`src/rtl/opr_map.svh`:
```
// output clock pin routing: offsets-free constant map
// assumes inclusion by the design file and the bench only
`ifndef OPR_MAP_SVH
`define OPR_MAP_SVH
`define OPR_CLK_PERIOD_NS   100
`define OPR_FRAME_8K_NS     125000
`define OPR_FRAME_2K_NS     500000
`define OPR_PULSE_CYCLES    1
`define OPR_FMT_LVDS        2'h1
`define OPR_KHZ_6P48        20'h01950
`define OPR_KHZ_38P88       20'h097e0
`define OPR_KHZ_19P44       20'h04bf0
`define OPR_KHZ_1P544       20'h00608
`define OPR_KHZ_2P048       20'h00800
`define OPR_AUX_EN_RESET    5'h00
`define OPR_FRAME_CTL_RESET 4'h0
`define OPR_FRAME_INV_8K    0
`define OPR_FRAME_PUL_8K    1
`define OPR_FRAME_INV_2K    2
`define OPR_FRAME_PUL_2K    3
`endif

```
`src/rtl/opr_pkg.sv`:
```
// output clock pin routing: shared types
// assumes nothing beyond the constant map
package opr_pkg;
    typedef logic [1:0]  opr_fmt_t;
    typedef logic [19:0] opr_khz_t;
    typedef logic [12:0] opr_cnt_t;
    typedef enum logic {OPR_FAMILY_SDH, OPR_FAMILY_SONET} opr_family_e;
endpackage

```
`src/rtl/opr_output_clock_pin_routing.sv`:
```
// output clock pin routing: clock copies, aux pins, diff pairs, frame syncs
// assumes synthesized clocks and config inputs are synchronous to mclk_in
// Overview of operation
// - aux pins one-three: clock copy or general io
// - aux one-three clock function off after reset
// - aux four-five off, copy when enabled
// - diff four-five copy single-ended, own format
// - diff six-seven default 38.88/19.44 lvds
// - outputs one-four reset default frequencies
// - output five default from rate strap
// - 8k sync defaults to 50% noninverted clock
// - 8k invert and pulse select bits
// - 2k sync clock/pulse with invert, pulse bits
// - strap sampled at reset release
`timescale 1ns/10ps
`default_nettype none
`include "opr_map.svh"
module opr_output_clock_pin_routing #(
    parameter int FRAME_8K_CYCLES = `OPR_FRAME_8K_NS / `OPR_CLK_PERIOD_NS,
    parameter int FRAME_2K_CYCLES = `OPR_FRAME_2K_NS / `OPR_CLK_PERIOD_NS,
    parameter int PULSE_CYCLES    = `OPR_PULSE_CYCLES
) (
    input  wire logic              mclk_in,
    input  wire logic              reset_n_in,
    input  wire logic [6:0]        synth_clock_in,
    input  wire logic              rate_family_strap_in,
    input  wire logic              cfg_wr_in,
    input  wire logic [4:0]        aux_clock_enable_in,
    input  wire logic [7:0]        diff_format_in,
    input  wire logic [3:0]        frame_ctl_in,
    input  wire logic              freq_wr_in,
    input  wire logic [2:0]        freq_idx_in,
    input  wire opr_pkg::opr_khz_t freq_khz_in,
    input  wire logic [2:0]        general_io_drive_in,
    input  wire logic [2:0]        general_io_dir_in,
    input  wire logic [2:0]        general_io_pad_in,
    output logic [2:0]             general_io_read_out,
    output logic                   primary_clock_out_one_out,
    output logic                   primary_clock_out_two_out,
    output logic                   primary_clock_out_three_out,
    output logic                   primary_clock_out_four_out,
    output logic                   primary_clock_out_five_out,
    output logic [4:0]             aux_clock_copy_out,
    output logic [4:0]             aux_clock_copy_oe_n_out,
    output logic [3:0]             diff_clock_plus_out,
    output logic [3:0]             diff_clock_minus_out,
    output opr_pkg::opr_fmt_t      diff_four_format_sel_out,
    output opr_pkg::opr_fmt_t      diff_five_format_sel_out,
    output opr_pkg::opr_fmt_t      diff_six_format_sel_out,
    output opr_pkg::opr_fmt_t      diff_seven_format_sel_out,
    output opr_pkg::opr_khz_t      freq_one_khz_out,
    output opr_pkg::opr_khz_t      freq_two_khz_out,
    output opr_pkg::opr_khz_t      freq_three_khz_out,
    output opr_pkg::opr_khz_t      freq_four_khz_out,
    output opr_pkg::opr_khz_t      freq_five_khz_out,
    output opr_pkg::opr_khz_t      freq_six_khz_out,
    output opr_pkg::opr_khz_t      freq_seven_khz_out,
    output opr_pkg::opr_family_e   rate_family_out,
    output logic                   frame_pulse_8k_out,
    output logic                   multiframe_pulse_2k_out
);

    localparam opr_pkg::opr_cnt_t HALF_8K  = opr_pkg::opr_cnt_t'(FRAME_8K_CYCLES / 2);
    localparam opr_pkg::opr_cnt_t HALF_2K  = opr_pkg::opr_cnt_t'(FRAME_2K_CYCLES / 2);
    localparam opr_pkg::opr_cnt_t LAST_8K  = opr_pkg::opr_cnt_t'(FRAME_8K_CYCLES - 1);
    localparam opr_pkg::opr_cnt_t LAST_2K  = opr_pkg::opr_cnt_t'(FRAME_2K_CYCLES - 1);
    localparam opr_pkg::opr_cnt_t PULSE_W  = opr_pkg::opr_cnt_t'(PULSE_CYCLES);

    logic [4:0]           aux_en_q;
    logic [3:0]           frame_ctl_q;
    logic                 strap_done_q;
    opr_pkg::opr_cnt_t    cnt_8k_q;
    opr_pkg::opr_cnt_t    cnt_2k_q;

    // frame sync level from phase counter, shape and polarity
    function automatic logic frame_level(input opr_pkg::opr_cnt_t cnt,
                                         input opr_pkg::opr_cnt_t half,
                                         input logic pulse, input logic inv);
        logic lvl;
        lvl = pulse ? (cnt < PULSE_W) : (cnt < half);
        return lvl ^ inv;
    endfunction

    // control fields written as one group
    always_ff @(posedge mclk_in or negedge reset_n_in) begin
        if (!reset_n_in) begin
            aux_en_q                  <= `OPR_AUX_EN_RESET;
            frame_ctl_q               <= `OPR_FRAME_CTL_RESET;
            diff_four_format_sel_out  <= `OPR_FMT_LVDS;
            diff_five_format_sel_out  <= `OPR_FMT_LVDS;
            diff_six_format_sel_out   <= `OPR_FMT_LVDS;
            diff_seven_format_sel_out <= `OPR_FMT_LVDS;
        end else if (cfg_wr_in) begin
            aux_en_q                  <= aux_clock_enable_in;
            frame_ctl_q               <= frame_ctl_in;
            diff_four_format_sel_out  <= diff_format_in[1:0];
            diff_five_format_sel_out  <= diff_format_in[3:2];
            diff_six_format_sel_out   <= diff_format_in[5:4];
            diff_seven_format_sel_out <= diff_format_in[7:6];
        end
    end

    // strap caught on first edge after reset release
    always_ff @(posedge mclk_in or negedge reset_n_in) begin
        if (!reset_n_in) begin
            strap_done_q    <= 1'b0;
            rate_family_out <= opr_pkg::OPR_FAMILY_SDH;
        end else if (!strap_done_q) begin
            strap_done_q    <= 1'b1;
            rate_family_out <= rate_family_strap_in ? opr_pkg::OPR_FAMILY_SONET
                                                    : opr_pkg::OPR_FAMILY_SDH;
        end
    end

    // programmable frequencies with reset defaults
    always_ff @(posedge mclk_in or negedge reset_n_in) begin
        if (!reset_n_in) begin
            freq_one_khz_out   <= `OPR_KHZ_6P48;
            freq_two_khz_out   <= `OPR_KHZ_38P88;
            freq_three_khz_out <= `OPR_KHZ_19P44;
            freq_four_khz_out  <= `OPR_KHZ_38P88;
            freq_five_khz_out  <= `OPR_KHZ_2P048;
            freq_six_khz_out   <= `OPR_KHZ_38P88;
            freq_seven_khz_out <= `OPR_KHZ_19P44;
        end else if (!strap_done_q) begin
            freq_five_khz_out  <= rate_family_strap_in ? `OPR_KHZ_1P544
                                                       : `OPR_KHZ_2P048;
        end else if (freq_wr_in) begin
            case (freq_idx_in)
                3'h0:    freq_one_khz_out   <= freq_khz_in;
                3'h1:    freq_two_khz_out   <= freq_khz_in;
                3'h2:    freq_three_khz_out <= freq_khz_in;
                3'h3:    freq_four_khz_out  <= freq_khz_in;
                3'h4:    freq_five_khz_out  <= freq_khz_in;
                3'h5:    freq_six_khz_out   <= freq_khz_in;
                3'h6:    freq_seven_khz_out <= freq_khz_in;
                default: freq_one_khz_out   <= freq_one_khz_out;
            endcase
        end
    end

    // primary copies and differential pairs
    always_ff @(posedge mclk_in or negedge reset_n_in) begin
        if (!reset_n_in) begin
            primary_clock_out_one_out   <= 1'b0;
            primary_clock_out_two_out   <= 1'b0;
            primary_clock_out_three_out <= 1'b0;
            primary_clock_out_four_out  <= 1'b0;
            primary_clock_out_five_out  <= 1'b0;
            diff_clock_plus_out         <= 4'h0;
            diff_clock_minus_out        <= 4'hf;
        end else begin
            primary_clock_out_one_out   <= synth_clock_in[0];
            primary_clock_out_two_out   <= synth_clock_in[1];
            primary_clock_out_three_out <= synth_clock_in[2];
            primary_clock_out_four_out  <= synth_clock_in[3];
            primary_clock_out_five_out  <= synth_clock_in[4];
            diff_clock_plus_out         <= synth_clock_in[6:3];
            diff_clock_minus_out        <= ~synth_clock_in[6:3];
        end
    end

    // aux pins: clock copy, general io, or released
    always_ff @(posedge mclk_in or negedge reset_n_in) begin
        if (!reset_n_in) begin
            aux_clock_copy_out      <= 5'h00;
            aux_clock_copy_oe_n_out <= 5'h1f;
            general_io_read_out     <= 3'h0;
        end else begin
            general_io_read_out <= general_io_pad_in;
            for (int i = 0; i < 3; i++) begin
                if (aux_en_q[i]) begin
                    aux_clock_copy_out[i]      <= synth_clock_in[i];
                    aux_clock_copy_oe_n_out[i] <= 1'b0;
                end else begin
                    aux_clock_copy_out[i]      <= general_io_drive_in[i];
                    aux_clock_copy_oe_n_out[i] <= ~general_io_dir_in[i];
                end
            end
            for (int i = 3; i < 5; i++) begin
                aux_clock_copy_out[i]      <= aux_en_q[i] & synth_clock_in[i];
                aux_clock_copy_oe_n_out[i] <= ~aux_en_q[i];
            end
        end
    end

    // frame phase counters
    always_ff @(posedge mclk_in or negedge reset_n_in) begin
        if (!reset_n_in) begin
            cnt_8k_q <= '0;
            cnt_2k_q <= '0;
        end else begin
            cnt_8k_q <= (cnt_8k_q == LAST_8K) ? '0 : cnt_8k_q + 13'h0001;
            cnt_2k_q <= (cnt_2k_q == LAST_2K) ? '0 : cnt_2k_q + 13'h0001;
        end
    end

    // frame sync pins
    always_ff @(posedge mclk_in or negedge reset_n_in) begin
        if (!reset_n_in) begin
            frame_pulse_8k_out      <= 1'b0;
            multiframe_pulse_2k_out <= 1'b0;
        end else begin
            frame_pulse_8k_out      <= frame_level(cnt_8k_q, HALF_8K,
                                                   frame_ctl_q[`OPR_FRAME_PUL_8K],
                                                   frame_ctl_q[`OPR_FRAME_INV_8K]);
            multiframe_pulse_2k_out <= frame_level(cnt_2k_q, HALF_2K,
                                                   frame_ctl_q[`OPR_FRAME_PUL_2K],
                                                   frame_ctl_q[`OPR_FRAME_INV_2K]);
        end
    end

    chk_aux_gpio_copy: assert property (@(posedge mclk_in) disable iff (!reset_n_in)
        aux_en_q[0] |=> (aux_clock_copy_out[0] == $past(synth_clock_in[0])
                         && !aux_clock_copy_oe_n_out[0]))
        else $error("aux one not copying clock one");
    chk_aux_reset_off: assert property (@(posedge mclk_in) disable iff (!reset_n_in)
        $rose(strap_done_q) |-> (aux_en_q[2:0] == 3'h0))
        else $error("aux clock function on after reset");
    chk_aux_four_gate: assert property (@(posedge mclk_in) disable iff (!reset_n_in)
        !aux_en_q[3] |=> (aux_clock_copy_oe_n_out[3] && !aux_clock_copy_out[3]))
        else $error("aux four active while disabled");
    chk_diff_pair_match: assert property (@(posedge mclk_in) disable iff (!reset_n_in)
        diff_clock_plus_out[1:0] == {primary_clock_out_five_out, primary_clock_out_four_out}
        && diff_clock_minus_out[1:0] == ~diff_clock_plus_out[1:0])
        else $error("diff pair differs from single-ended");
    chk_diff_default_freq: assert property (@(posedge mclk_in) disable iff (!reset_n_in)
        $rose(strap_done_q) |-> (freq_six_khz_out == `OPR_KHZ_38P88
                                 && diff_seven_format_sel_out == `OPR_FMT_LVDS))
        else $error("diff six/seven default wrong");
    chk_single_default: assert property (@(posedge mclk_in) disable iff (!reset_n_in)
        $rose(strap_done_q) |-> (freq_one_khz_out == `OPR_KHZ_6P48
                                 && freq_four_khz_out == `OPR_KHZ_38P88))
        else $error("single-ended default wrong");
    chk_strap_five_freq: assert property (@(posedge mclk_in) disable iff (!reset_n_in)
        $rose(strap_done_q) |-> (freq_five_khz_out == (rate_family_out
                                 ? `OPR_KHZ_1P544 : `OPR_KHZ_2P048)))
        else $error("output five default ignores strap");
    chk_frame_8k_edge: assert property (@(posedge mclk_in) disable iff (!reset_n_in)
        (cnt_8k_q == HALF_8K && frame_ctl_q == 4'h0) |=> !frame_pulse_8k_out)
        else $error("8k clock not low at half period");
    chk_frame_8k_pulse: assert property (@(posedge mclk_in) disable iff (!reset_n_in)
        (cnt_8k_q == PULSE_W && frame_ctl_q[`OPR_FRAME_PUL_8K]) |=>
            (frame_pulse_8k_out == $past(frame_ctl_q[`OPR_FRAME_INV_8K])))
        else $error("8k pulse width or polarity wrong");
    chk_frame_2k_start: assert property (@(posedge mclk_in) disable iff (!reset_n_in)
        (cnt_2k_q == 13'h0000) |=> (multiframe_pulse_2k_out
                                    == !$past(frame_ctl_q[`OPR_FRAME_INV_2K])))
        else $error("2k sync wrong at period start");
    chk_strap_sample: assert property (@(posedge mclk_in) disable iff (!reset_n_in)
        !strap_done_q |=> (rate_family_out == $past(rate_family_strap_in)))
        else $error("strap not latched at release");
    chk_aux_hiz_idle: assert property (@(posedge mclk_in) disable iff (!reset_n_in)
        (!aux_en_q[1] && !general_io_dir_in[1]) |=> aux_clock_copy_oe_n_out[1])
        else $error("idle aux pin driven");

endmodule
`default_nettype wire

```
`config.mk`:
```
export PLATFORM = sky130hd
export DESIGN_NAME = opr_output_clock_pin_routing
export DESIGN_NICKNAME = d
export VERILOG_FILES = /design/src/rtl/opr_pkg.sv /design/src/rtl/opr_output_clock_pin_routing.sv
export VERILOG_INCLUDE_DIRS = /design/src /design/src/rtl
export SDC_FILE = /design/constraint.sdc
export NUM_CORES = 1
export LEC_CHECK = 0
export ABC_AREA = 1
export BUFFER_PORTS_ARGS = -buffer_cell sky130_fd_sc_hd__buf_4
export CORE_ASPECT_RATIO = 1.2
export CORE_UTILIZATION = 55
export CTS_BUF_LIST = sky130_fd_sc_hd__clkbuf_8
export DETAILED_ROUTE_END_ITERATION = 12
export HOLD_SLACK_MARGIN = 0.08
export MAX_ROUTING_LAYER = met4
export PLACE_DENSITY_LB_ADDON = 0.1
export SKIP_CTS_REPAIR_TIMING = 1
export SYNTH_ARGS = -nofsm -noshare
export SYNTH_HDL_FRONTEND = slang
export SYNTH_SLANG_ARGS = --single-unit
```
`constraint.sdc`:
```
create_clock -name mclk_in -period 2.05 [get_ports mclk_in]
set_input_delay 0.205 -clock mclk_in [delete_from_list [all_inputs] [get_ports mclk_in]]
set_output_delay 0.205 -clock mclk_in [all_outputs]
set_load 0.02 [all_outputs]
```
==> results of run 1 <==
## stage by stage
step | total power [mW] | utilization
3_5_place_dp | 7.74 | 0.702
6_report | 11.3 | 0.776
4_1_cts | 11.4 | 0.751
2_1_floorplan | 6.43 | -
3_3_place_gp | 7.68 | 0.702
5_1_grt | 11.9 | 0.776
## where the power goes
part	switching (mW)	internal, mW	leakage, nW
logic	1.45	1.06	2.76
clock network	1.60	2.01	0.402
registers	0.337	4.89	2.54
## cells by family after synthesis
kind of cell,Yosys count,synth area share
adder cells (fa/ha/maj),3,0.00465
multiplexers,8,0.0111
XOR/XNOR,9,0.00975
AND/OR/NAND/NOR,303,0.151
AO/OA/AOI/OAI,168,0.105
other,1,0.000464
flip-flops,211,0.662
buffers and inverters,111,0.0553
## registers in the layout (all words and copies together) (netlist names), 13 cells and up
name / cells
freq_seven_khz_out: 20
freq_one_khz_out: 20
freq_two_khz_out: 20
freq_five_khz_out: 20
freq_three_khz_out: 20
freq_six_khz_out: 20
cnt_8k_q: 13
cnt_2k_q: 13
freq_four_khz_out: 20
## worst max-delay path by stage
stage                                 from                           endpoint  slack [ps]  cells past startpoint
detailed placement  strap_done_q$_DFF_PN0_   freq_four_khz_out[3]$_DFFE_PN0P_         580                      5
global placement     cnt_8k_q[0]$_DFF_PN0_             cnt_8k_q[12]$_DFF_PN0_         640                      8
finish              strap_done_q$_DFF_PN0_  freq_four_khz_out[19]$_DFFE_PN0P_         560                      5
floorplan            cnt_8k_q[0]$_DFF_PN0_             cnt_8k_q[12]$_DFF_PN0_         750                      8
CTS                 strap_done_q$_DFF_PN0_    freq_one_khz_out[9]$_DFFE_PN0P_         560                      6
global route        strap_done_q$_DFF_PN0_    freq_six_khz_out[4]$_DFFE_PN0P_         390                      6
## cell type report
type                            instances  area, µm²
Sequential cell                       211       5350
Fill cell                            1016       3210
Timing Repair Buffer                  290       2300
Multi-Input combinational cell        492       2280
Clock buffer                           46        633
Inverter                               76        285
Tap cell                              175        219
Clock inverter                         16       71.3
## Yosys cell counts
cell type,count
nand2_1,219
dfrtp_1,152
o21ai_0,150
inv_1,76
dfstp_2,59
nor2_1,43
nand3_1,21
buf_2,18
clkbuf_1,14
a21oi_1,12
mux2_2,8
xor2_1,8
nor3_1,7
nand4_1,6
ha_1,3
o211ai_1,3
buf_4,2
nor2_2,2
o21ai_1,2
and3_1,1
buf_1,1
conb_1,1
nor3_2,1
nor3_4,1
nor3b_1,1
o21bai_1,1
or2_2,1
xnor2_1,1
## worst reg2reg max path: stages, from the launching register on
cell	delay, ps
dfrtp_1	540
nand2_1	110
nor2_2	160
nand3_1	130
buf_4	220
o21ai_0	250
## cells in the final DEF, fill, tap and decap left out, types with 2 or more instances in the layout
master,count
nor2_1,43
clkbuf_8,47
dfrtp_1,152
a21oi_1,12
dfstp_2,59
nand4_1,6
xor2_1,8
o21ai_1,2
o211ai_1,3
inv_1,85
buf_4,251
nand2_1,219
buf_12,2
o21ai_0,150
ha_1,3
mux2_2,8
nand3_1,21
nor2_2,2
nor3_1,7
dlygate4sd3_1,36
clkinv_2,6
## metal layers
| layer | up-vias | global-route usage | part of all wire |
|---|---|---|---|
| li1 | 3188 | - | - |
| met1 | 3197 | 0.352 | 0.41 |
| met2 | 234 | 0.454 | 0.50 |
| met3 | 42 | 0.0485 | 0.058 |
| met4 | 0 | 0.116 | 0.034 |
| met5 | - | - | 0 |
==> impl_results.rst, run 1 <==
.. list-table::
   :header-rows: 1

   * - Metric
     - Value
   * - Distinct cells, synth
     - 28
   * - Maximum number of pins on one net before global-route repair
     - 63
   * - Total number of nets in the final design
     - approximately 1200
   * - Total number of yosys warnings
     - 0
   * - Via count
     - 6661
   * - Top achievable clock speed
     - between 600 and 700 MHz
   * - Clock tree from TritonCTS
     - yes
   * - Synth Instances
     - 814
   * - Clock tree skew after final layout
     - 19.8 ps
   * - Initial cell density of the core
     - 0.563
   * - Number of standard-cell rows in the floorplan
     - 48
   * - Pwr Density
     - between 1000 and 1500 nW/µm²
   * - Global-route wire length before repair
     - ~32000 µm
   * - Critical path buffers and inverters
     - 1
   * - Sequential cell area fraction in the yosys report
     - 0.662
   * - Kind of critical path
     - register to register
   * - Final setup fails
     - 0
   * - Post-synthesis area per instance
     - ~9.9 µm²
   * - Via-to-Cell Ratio
     - slightly above 5
   * - Final clock period utilization by the worst path
     - 0.727
   * - H-tree levels
     - 2
   * - Clock sink count
     - 211
   * - Worst Max-Slew Pin Slew
     - 518 ps
   * - Category of cells accounting for the largest share of critical-path delay
     - flip-flops
   * - Drt wl/cell
     - around 16 µm
   * - Hold path startpoint
     - freq_khz_in[2]
   * - Hold Path Depth
     - 3
   * - Worst slack after detailed placement
     - slightly below 600 ps
   * - Relative slew margins
     - 0.655
   * - Number of pins exceeding their max-slew limit in the final report
     - 0
   * - Number of synthesized register bits
     - between 200 and 250
   * - Final Critical Period
     - between 1000 and 1500 ps
   * - Pre-Repair DR Iteration Count
     - 5
   * - Root buffer cell
     - clkbuf_8
   * - Number of global-route vias before repair
     - between 6000 and 7000
   * - Capturing point of the worst reg2reg path
     - freq_four_khz_out[19]$_DFFE_PN0P_
   * - Chip height
     - 135 µm
   * - Cells on worst reg2reg path
     - 5
   * - Die Wd
     - roughly 110 µm
   * - Data required time of the critical path
     - around 2500 ps
   * - Io pins
     - 238
   * - Run status
     - complete, no violations
   * - Post-synthesis net count
     - 878
   * - Cell breakdown of the critical path
     - nand2_1, nor2_2, nand3_1, buf_4, o21ai_0
   * - Leading post-synthesis cells by cell area
     - dfrtp_1, dfstp_2, nand2_1
   * - Arr. time, crit path
     - about 1900 ps
   * - Max-cap viol count
     - 0
   * - Leakage power of the design
     - about 5.7 nW
   * - Final worst hold slack
     - slightly below 100 ps
   * - VDD IR-drop max
     - roughly 0.00055 V
   * - Routability-driven placement congestion ratio
     - between 0.8 and 0.9
   * - CTS buffer count
     - 34
   * - Slowest CP cell
     - dfrtp_1
   * - Number of buffers between clock root and the deepest sink
     - 3
   * - Final Instance Count excl. Fillers
     - about 1300
   * - Critical Path End Type
     - register
   * - Final worst setup slack
     - around 560 ps
   * - Min-Delay Endpoint
     - freq_one_khz_out[2]$_DFFE_PN0P_
   * - Share of the synthesized area in the top cell type
     - 0.471
   * - Number of buffers inserted by port buffering
     - about 240
   * - Antenna violations before repair
     - 0
   * - Total global routing overflow
     - 0
   * - Die Footprint
     - ~15000 µm²
   * - Area overhead of the layout relative to synthesis
     - 37.9%
   * - Cell area after synthesis
     - 8080 µm²
   * - Ratio of cells with drive above 1 in the final layout
     - 0.335
   * - Clk slew on worst S/H paths
     - around 70 ps
   * - Final wirelength
     - approximately 21000 µm
   * - Library cell with the largest summed area after synthesis
     - dfrtp_1
   * - Dpl cell area
     - slightly above 10000 µm²
   * - Count of placed standard cells including taps
     - about 1200
   * - Antenna-violating nets left
     - 0
   * - DRC viols
     - 0
   * - Flop2flop setup slack
     - approximately 560 ps
   * - Category of the worst setup path launch point
     - register
   * - Core area
     - approximately 14000 µm²
   * - Number of diodes
     - 0
   * - Crit Path Max Fanout
     - 20
   * - R2R Path Start
     - strap_done_q$_DFF_PN0_
   * - Setup repair after global routing missed its margin
     - no
   * - Sum of negative setup slack
     - 0 ps
   * - Clock latency on the worst-skew pair
     - 500 ps
   * - Final design area excluding fillers
     - between 10000 and 15000 µm²
   * - Endpoints failing hold
     - 0
   * - Biggest cell delay along the critical path
     - approximately 540 ps
   * - GRT Overall Usage
     - 0.280
   * - Drt initial violations
     - about 460
   * - Estimated wirelength of the detail-placed design
     - 14000 µm
   * - Tightest Hold Check Type
     - input pin to register
No activity file was read; power rests on OpenSTA's default activity.
==> run 2: changes to the inputs <==
--- a/config.mk
+++ b/config.mk
@@ -9,7 +9,7 @@
 export ABC_AREA = 1
 export BUFFER_PORTS_ARGS = -buffer_cell sky130_fd_sc_hd__buf_4
 export CORE_ASPECT_RATIO = 1.2
-export CORE_UTILIZATION = 55
+export CORE_UTILIZATION = 53
 export CTS_BUF_LIST = sky130_fd_sc_hd__clkbuf_8
 export DETAILED_ROUTE_END_ITERATION = 12
 export HOLD_SLACK_MARGIN = 0.08
==> constraint.sdc (replaced) <==
create_clock -name mclk_in -period 1.4 [get_ports mclk_in]
set_input_delay 0.14 -clock mclk_in [delete_from_list [all_inputs] [get_ports mclk_in]]
set_output_delay 0.14 -clock mclk_in [all_outputs]
set_load 0.02 [all_outputs]
==> impl_results.rst, run 2 (same netlist as run 1, synthesis figures left out) <==
.. list-table::
   :header-rows: 1

   * - Metric
     - Value
   * - Kind of critical path
     - register to register
   * - Critical Path End Type
     - register
   * - Drt wl/cell
     - 15.6 µm (-2.6%)
   * - Total number of nets in the final design
     - 1195 (+2.2%)
   * - Die Wd
     - 115 µm (+1.8%)
   * - Share of power burned in registers
     - 0.461 (about the same)
   * - Sum of negative setup slack
     - 0 ps (unchanged)
   * - Pre-Repair DR Iteration Count
     - 5 (unchanged)
   * - CTS buffer count
     - 34 (unchanged)
   * - Global-route wire length before repair
     - 31300 µm (-2.0%)
   * - VDD IR-drop max
     - 0.000994 V (+81%)
   * - Dpl cell area
     - 10200 µm² (+1.4%)
   * - Die Footprint
     - 15700 µm² (+3.7%)
   * - Chip height
     - 137 µm (+1.8%)
   * - DRC viols
     - 0 (unchanged)
   * - Total global routing overflow
     - 0 (unchanged)
   * - H-tree levels
     - 2 (unchanged)
   * - Drt initial violations
     - 392 (-15%)
   * - Category of the worst setup path launch point
     - register
   * - Number of diodes
     - 0 (unchanged)
   * - Via count
     - 6780 (+1.8%)
   * - Area overhead of the layout relative to synthesis
     - 42.5%
   * - Run status
     - complete, no violations
   * - Via-to-Cell Ratio
     - 4.99 (-2.2%)
   * - Top achievable clock speed
     - 725 MHz (+8.1%)
   * - Pwr Density
     - 1440 nW/µm² (+41%)
   * - Max-cap viol count
     - 0 (unchanged)
   * - Overall Power
     - 16.6 mW (+46%)
   * - Arr. time, crit path
     - 1780 ps (-110 ps)
   * - Maximum number of pins on one net before global-route repair
     - 43 (-32%)
   * - Routability-driven placement congestion ratio
     - 0.875 (+1.4%)
   * - Int Pwr
     - 11.7 mW (+47%)
   * - Most frequent cells in the layout
     - buf_4, nand2_1, dfrtp_1
   * - Clock tree from TritonCTS
     - yes
   * - Worst slack after detailed placement
     - -50.9 ps (-631 ps)
   * - Tightest Hold Check Type
     - input pin to register
   * - Io pins
     - 238 (unchanged)
   * - Filler cell count in the final layout
     - 1068 (+5.1%)
   * - Net switching power of the design
     - 4.89 mW (+44%)
   * - Register area
     - 5360 µm² (about the same)
   * - Logic pwr share
     - 0.225 (+0.004)
   * - Most common cell after layout, fill and taps aside
     - buf_4
   * - Switching share of power
     - 0.295 (-0.00345)
   * - Number of standard-cell rows in the floorplan
     - 49 (+2.1%)
   * - Data required time of the critical path
     - 1800 ps (-650 ps)
   * - Initial cell density of the core
     - 0.540 (-0.0228)
   * - Endpoints failing hold
     - 0 (unchanged)
   * - Final setup fails
     - 0 (unchanged)
   * - Root buffer cell
     - clkbuf_8
   * - Clock tree skew after final layout
     - 11.4 ps (-8.43 ps)
   * - Estimated wirelength of the detail-placed design
     - 14200 µm (+1.3%)
   * - Final worst setup slack
     - 21.1 ps (-538 ps)
   * - Antenna violations before repair
     - 0 (unchanged)
   * - Core area
     - 15000 µm² (+4.2%)
   * - Clk slew on worst S/H paths
     - 60 ps (about the same)
   * - Final wirelength
     - 21300 µm (+1.4%)
   * - GRT Overall Usage
     - 0.268 (-0.0116)
   * - Clock latency on the worst-skew pair
     - 510 ps (about the same)
   * - Combined area of the multi-input logic cells
     - 2340 µm² (+2.6%)
   * - Number of buffers inserted by port buffering
     - 237 (unchanged)
   * - Final clock period utilization by the worst path
     - 0.985 (+0.258)
   * - Ratio of cells with drive above 1 in the final layout
     - 0.341 (+0.00602)
   * - Final Critical Period
     - 1380 ps (-112 ps)
   * - Clock sink count
     - 211 (unchanged)
   * - Final design area excluding fillers
     - 11500 µm² (+3.4%)
   * - Crit Path Max Fanout
     - 7 (-65%)
   * - Number of pins exceeding their max-slew limit in the final report
     - 0 (unchanged)
   * - Clock network fraction of design power
     - 0.314 (-0.004)
   * - Number of buffers between clock root and the deepest sink
     - 3 (unchanged)
   * - Antenna-violating nets left
     - 0 (unchanged)
   * - Leakage power of the design
     - 5.84 nW (+2.3%)
   * - Number of global-route vias before repair
     - 6182 (-1.2%)
[run 2: area by class of cell]
cell class | count | share of cell area
clock buffers | 46 | 0.0550
clock inverters | 14 | 0.00478
inverters | 76 | 0.0248
multi-input cells | 492 | 0.203
flip-flops and latches | 211 | 0.465
well taps | 204 | 0.0222
repair buffers | 316 | 0.225
[run 2: critical path, cell delays in order, from the launching register on]
cell and delay (ps):
dfrtp_1 400, inv_2 110, ha_1 170, nor3b_2 240, nand3_2 200, nand3_1 110, inv_1 40
[run 2: power by group through the flow]
stage          registers (mW)  logic (mW)  clock network (mW)
3_3_place_gp             7.70        3.54                   0
2_1_floorplan            8.71       0.702                   0
4_1_cts                  7.63        3.62                5.33
5_1_grt                  7.73        4.03                5.59
3_5_place_dp             7.72        3.61                   0
6_report                 7.63        3.72                5.21
[run 2: worst paths after layout]
check | start | to | slack, ps | cells after the start
worst max-delay path | cnt_8k_q[1]$_DFF_PN0_ | cnt_8k_q[2]$_DFF_PN0_ | 20 | 6
worst min-delay path | freq_khz_in[18] | freq_one_khz_out[18]$_DFFE_PN0P_ | 60 | 3
worst max register to register | cnt_8k_q[1]$_DFF_PN0_ | cnt_8k_q[2]$_DFF_PN0_ | 20 | 6
worst min register to register | aux_en_q[4]$_DFFE_PN0P_ | aux_clock_copy_oe_n_out[4]$_DFF_PN1_ | 400 | 1
max in group asynchronous | reset_n_in | freq_three_khz_out[7]$_DFFE_PN1P_ | 610 | 3
min in group asynchronous | reset_n_in | freq_six_khz_out[17]$_DFFE_PN0P_ | 140 | 2
[run 2: per-stage QoR]
step,hold slack (ps),cells,util
final,64.5,1359,0.770
after CTS,-439,1304,0.729
after global routing,81.0,1359,0.770
after floorplan,-156,814,-
after global placement,108,1244,0.683
after detailed placement,108,1244,0.683
[run 2: routing by layer]
metal / global-route usage / part of all wire / vias to the layer above
met3: 0.0629 / 0.059 / 42
met2: 0.434 / 0.51 / 238
met5: - / 0 / -
met4: 0.105 / 0.024 / 0
li1: - / - / 3234
met1: 0.329 / 0.41 / 3266
==> run 3: changes to the inputs <==
--- a/config.mk
+++ b/config.mk
@@ -12,6 +12,7 @@
 export CORE_UTILIZATION = 53
 export CTS_BUF_LIST = sky130_fd_sc_hd__clkbuf_8
 export DETAILED_ROUTE_END_ITERATION = 12
+export GPL_TIMING_DRIVEN = 0
 export HOLD_SLACK_MARGIN = 0.08
 export MAX_ROUTING_LAYER = met4
 export PLACE_DENSITY_LB_ADDON = 0.1
==> impl_results.rst, run 3 (same netlist as run 1, synthesis figures left out) <==
.. list-table::
   :header-rows: 1

   * - Metric
     - Value
   * - Max-cap viol count
     - 0 (unchanged)
   * - Final clock period utilization by the worst path
     - 0.970 (-0.0154)
   * - Int Pwr
     - 11.8 mW (+0.74%)
   * - Critical Path End Type
     - register
   * - Die Footprint
     - 15700 µm² (unchanged)
   * - GRT Overall Usage
     - 0.276 (+0.00737)
   * - Initial cell density of the core
     - 0.540 (unchanged)
   * - Drt wl/cell
     - 16.4 µm (+4.8%)
   * - Number of buffers inserted by port buffering
     - 236 (-0.42%)
   * - Worst Max-Slew Pin Slew
     - a little over 500 ps
   * - Chip height
     - 137 µm (unchanged)
   * - DRC viols
     - 0 (unchanged)
   * - Io pins
     - 238 (unchanged)
   * - Arr. time, crit path
     - 1730 ps (-50 ps)
   * - Share of power burned in registers
     - 0.456 (-0.005)
   * - Number of diodes
     - 0 (unchanged)
   * - Total global routing overflow
     - 0 (unchanged)
   * - Clock network fraction of design power
     - 0.319 (+0.005)
   * - Via count
     - 6898 (+1.7%)
   * - Die Wd
     - 115 µm (unchanged)
   * - CTS buffer count
     - 34 (unchanged)
   * - Clk slew on worst S/H paths
     - 70 ps (about the same)
   * - Tightest Hold Check Type
     - input pin to register
   * - Estimated wirelength of the detail-placed design
     - 14600 µm (+2.9%)
   * - Crit Path Max Fanout
     - 2 (-5)
   * - Number of pins exceeding their max-slew limit in the final report
     - 0 (unchanged)
   * - Core area
     - 15000 µm² (unchanged)
   * - Drt initial violations
     - 513 (+31%)
   * - Switching share of power
     - 0.297 (+0.00188)
   * - Global-route wire length before repair
     - 32300 µm (+3.4%)
   * - Net switching power of the design
     - 4.97 mW (+1.6%)
   * - Area overhead of the layout relative to synthesis
     - 42.1%
   * - Run status
     - complete, no violations
   * - Utilization after layout
     - 0.768 (-0.00226)
   * - Setup repair after global routing missed its margin
     - yes
   * - Number of buffers between clock root and the deepest sink
     - 3 (unchanged)
   * - Root buffer cell
     - clkbuf_8
   * - Category of the worst setup path launch point
     - register
   * - Final Critical Period
     - 1360 ps (-21.5 ps)
   * - Final wirelength
     - 22400 µm (+5.5%)
   * - Antenna-violating nets left
     - 0 (unchanged)
   * - Final setup fails
     - 0 (unchanged)
   * - Maximum number of pins on one net before global-route repair
     - 79 (+84%)
   * - Overall Power
     - 16.7 mW (+1.0%)
   * - Clock tree skew after final layout
     - 25.7 ps (+14.4 ps)
   * - Clock tree from TritonCTS
     - yes
   * - Number of global-route vias before repair
     - 6270 (+1.4%)
   * - Leakage power of the design
     - 5.82 nW (-0.28%)
   * - Pre-Repair DR Iteration Count
     - 5 (unchanged)
   * - Via-to-Cell Ratio
     - 5.04 (+1.1%)
   * - Most frequent cells in the layout
     - buf_4, nand2_1, dfrtp_1
   * - Logic pwr share
     - 0.225 (about the same)
   * - Kind of critical path
     - register to register
   * - Clock sink count
     - 211 (unchanged)
   * - Ratio of cells with drive above 1 in the final layout
     - 0.354 (+0.0128)
   * - Top achievable clock speed
     - 737 MHz (+1.6%)
   * - Antenna violations before repair
     - 0 (unchanged)
   * - Routability-driven placement congestion ratio
     - 0.847 (-3.1%)
   * - Endpoints failing hold
     - 0 (unchanged)
   * - Number of standard-cell rows in the floorplan
     - 49 (unchanged)
   * - VDD IR-drop max
     - 0.00101 V (+1.4%)
   * - Most common cell after layout, fill and taps aside
     - buf_4
   * - Relative slew margins
     - 0.657
   * - Pwr Density
     - 1460 nW/µm² (+1.3%)
   * - Data required time of the critical path
     - 1770 ps (-30 ps)
   * - H-tree levels
     - 2 (unchanged)
   * - Clock latency on the worst-skew pair
     - 490 ps (-20 ps)
   * - Total number of nets in the final design
     - 1203 (+0.67%)
==> run 3: cell count changes in the layout (fill, tap and decap cells not counted), moves of 3 or more <==
cell	delta
buf_2	+17
buf_4	-10
o21ai_0	-9
o21ai_1	+9
clkbuf_2	+8
dlygate4sd3_1	-7
buf_12	-6
clkbuf_8	-3
==> run 3: worst paths after layout <==
| path | startpoint | endpoint | slack (ps) | depth (start not counted) |
|---|---|---|---|---|
| worst max-delay path | diff_four_format_sel_out[1]$_DFFE_PN0P_ | diff_four_format_sel_out[1]$_DFFE_PN0P_ | 40 | 2 |
| worst min-delay path | freq_khz_in[12] | freq_five_khz_out[12]$_DFFE_PN0P_ | 70 | 3 |
| worst max register to register | diff_four_format_sel_out[1]$_DFFE_PN0P_ | diff_four_format_sel_out[1]$_DFFE_PN0P_ | 40 | 2 |
| worst min register to register | aux_en_q[4]$_DFFE_PN0P_ | aux_clock_copy_oe_n_out[4]$_DFF_PN1_ | 400 | 1 |
| max in group asynchronous | reset_n_in | freq_three_khz_out[14]$_DFFE_PN1P_ | 460 | 3 |
| min in group asynchronous | reset_n_in | freq_seven_khz_out[18]$_DFFE_PN0P_ | 170 | 2 |
==> run 3: power groups by stage <==
stage	Clock, mW	Sequential (mW)	Combinational, mW
after global placement	0	7.68	3.52
after floorplan	0	8.71	0.702
after detailed placement	0	7.71	3.62
after CTS	5.44	7.61	3.63
final	5.34	7.63	3.76
after global routing	5.69	7.72	4.06
==> run 3: area by class of cell <==
class,instances,area (µm²)
sequential,211,5360
fill,1069,3470
multi-input combinational,492,2350
timing repair buffer,289,2340
clock buffer,44,606
inverter,76,285
tap,204,255
buffer,35,193
clock inverter,17,100
==> run 3: worst max-delay path, stage by stage (launching register included) <==
cell and delay [ps]:
dfrtp_1 390, mux2_2 270, dlygate4sd3_1 570
==> run 3: per-stage QoR <==
| step | setup slack (ps) | cells | cell area [µm²] | hold WS (ps) | TNS [ps] |
|---|---|---|---|---|---|
| finish | 42.6 | 1368 | 11500 | 67.5 | 0 |
| floorplan | 96.2 | 814 | 8080 | -156 | 0 |
| CTS | -124 | 1317 | 10900 | -419 | -863 |
| detailed placement | -116 | 1256 | 10200 | 110 | -464 |
| global route | -64.0 | 1368 | 11500 | 80.4 | -240 |
| global placement | -1250 | 1254 | 10100 | 251 | -223870 |
==> run 3: layer usage <==
metal,global-route usage,part of all wire,vias up
met1,0.345,0.40,3322
met3,0.0400,0.051,54
met5,-,0,-
met2,0.451,0.52,260
li1,-,-,3262
met4,0.121,0.034,0
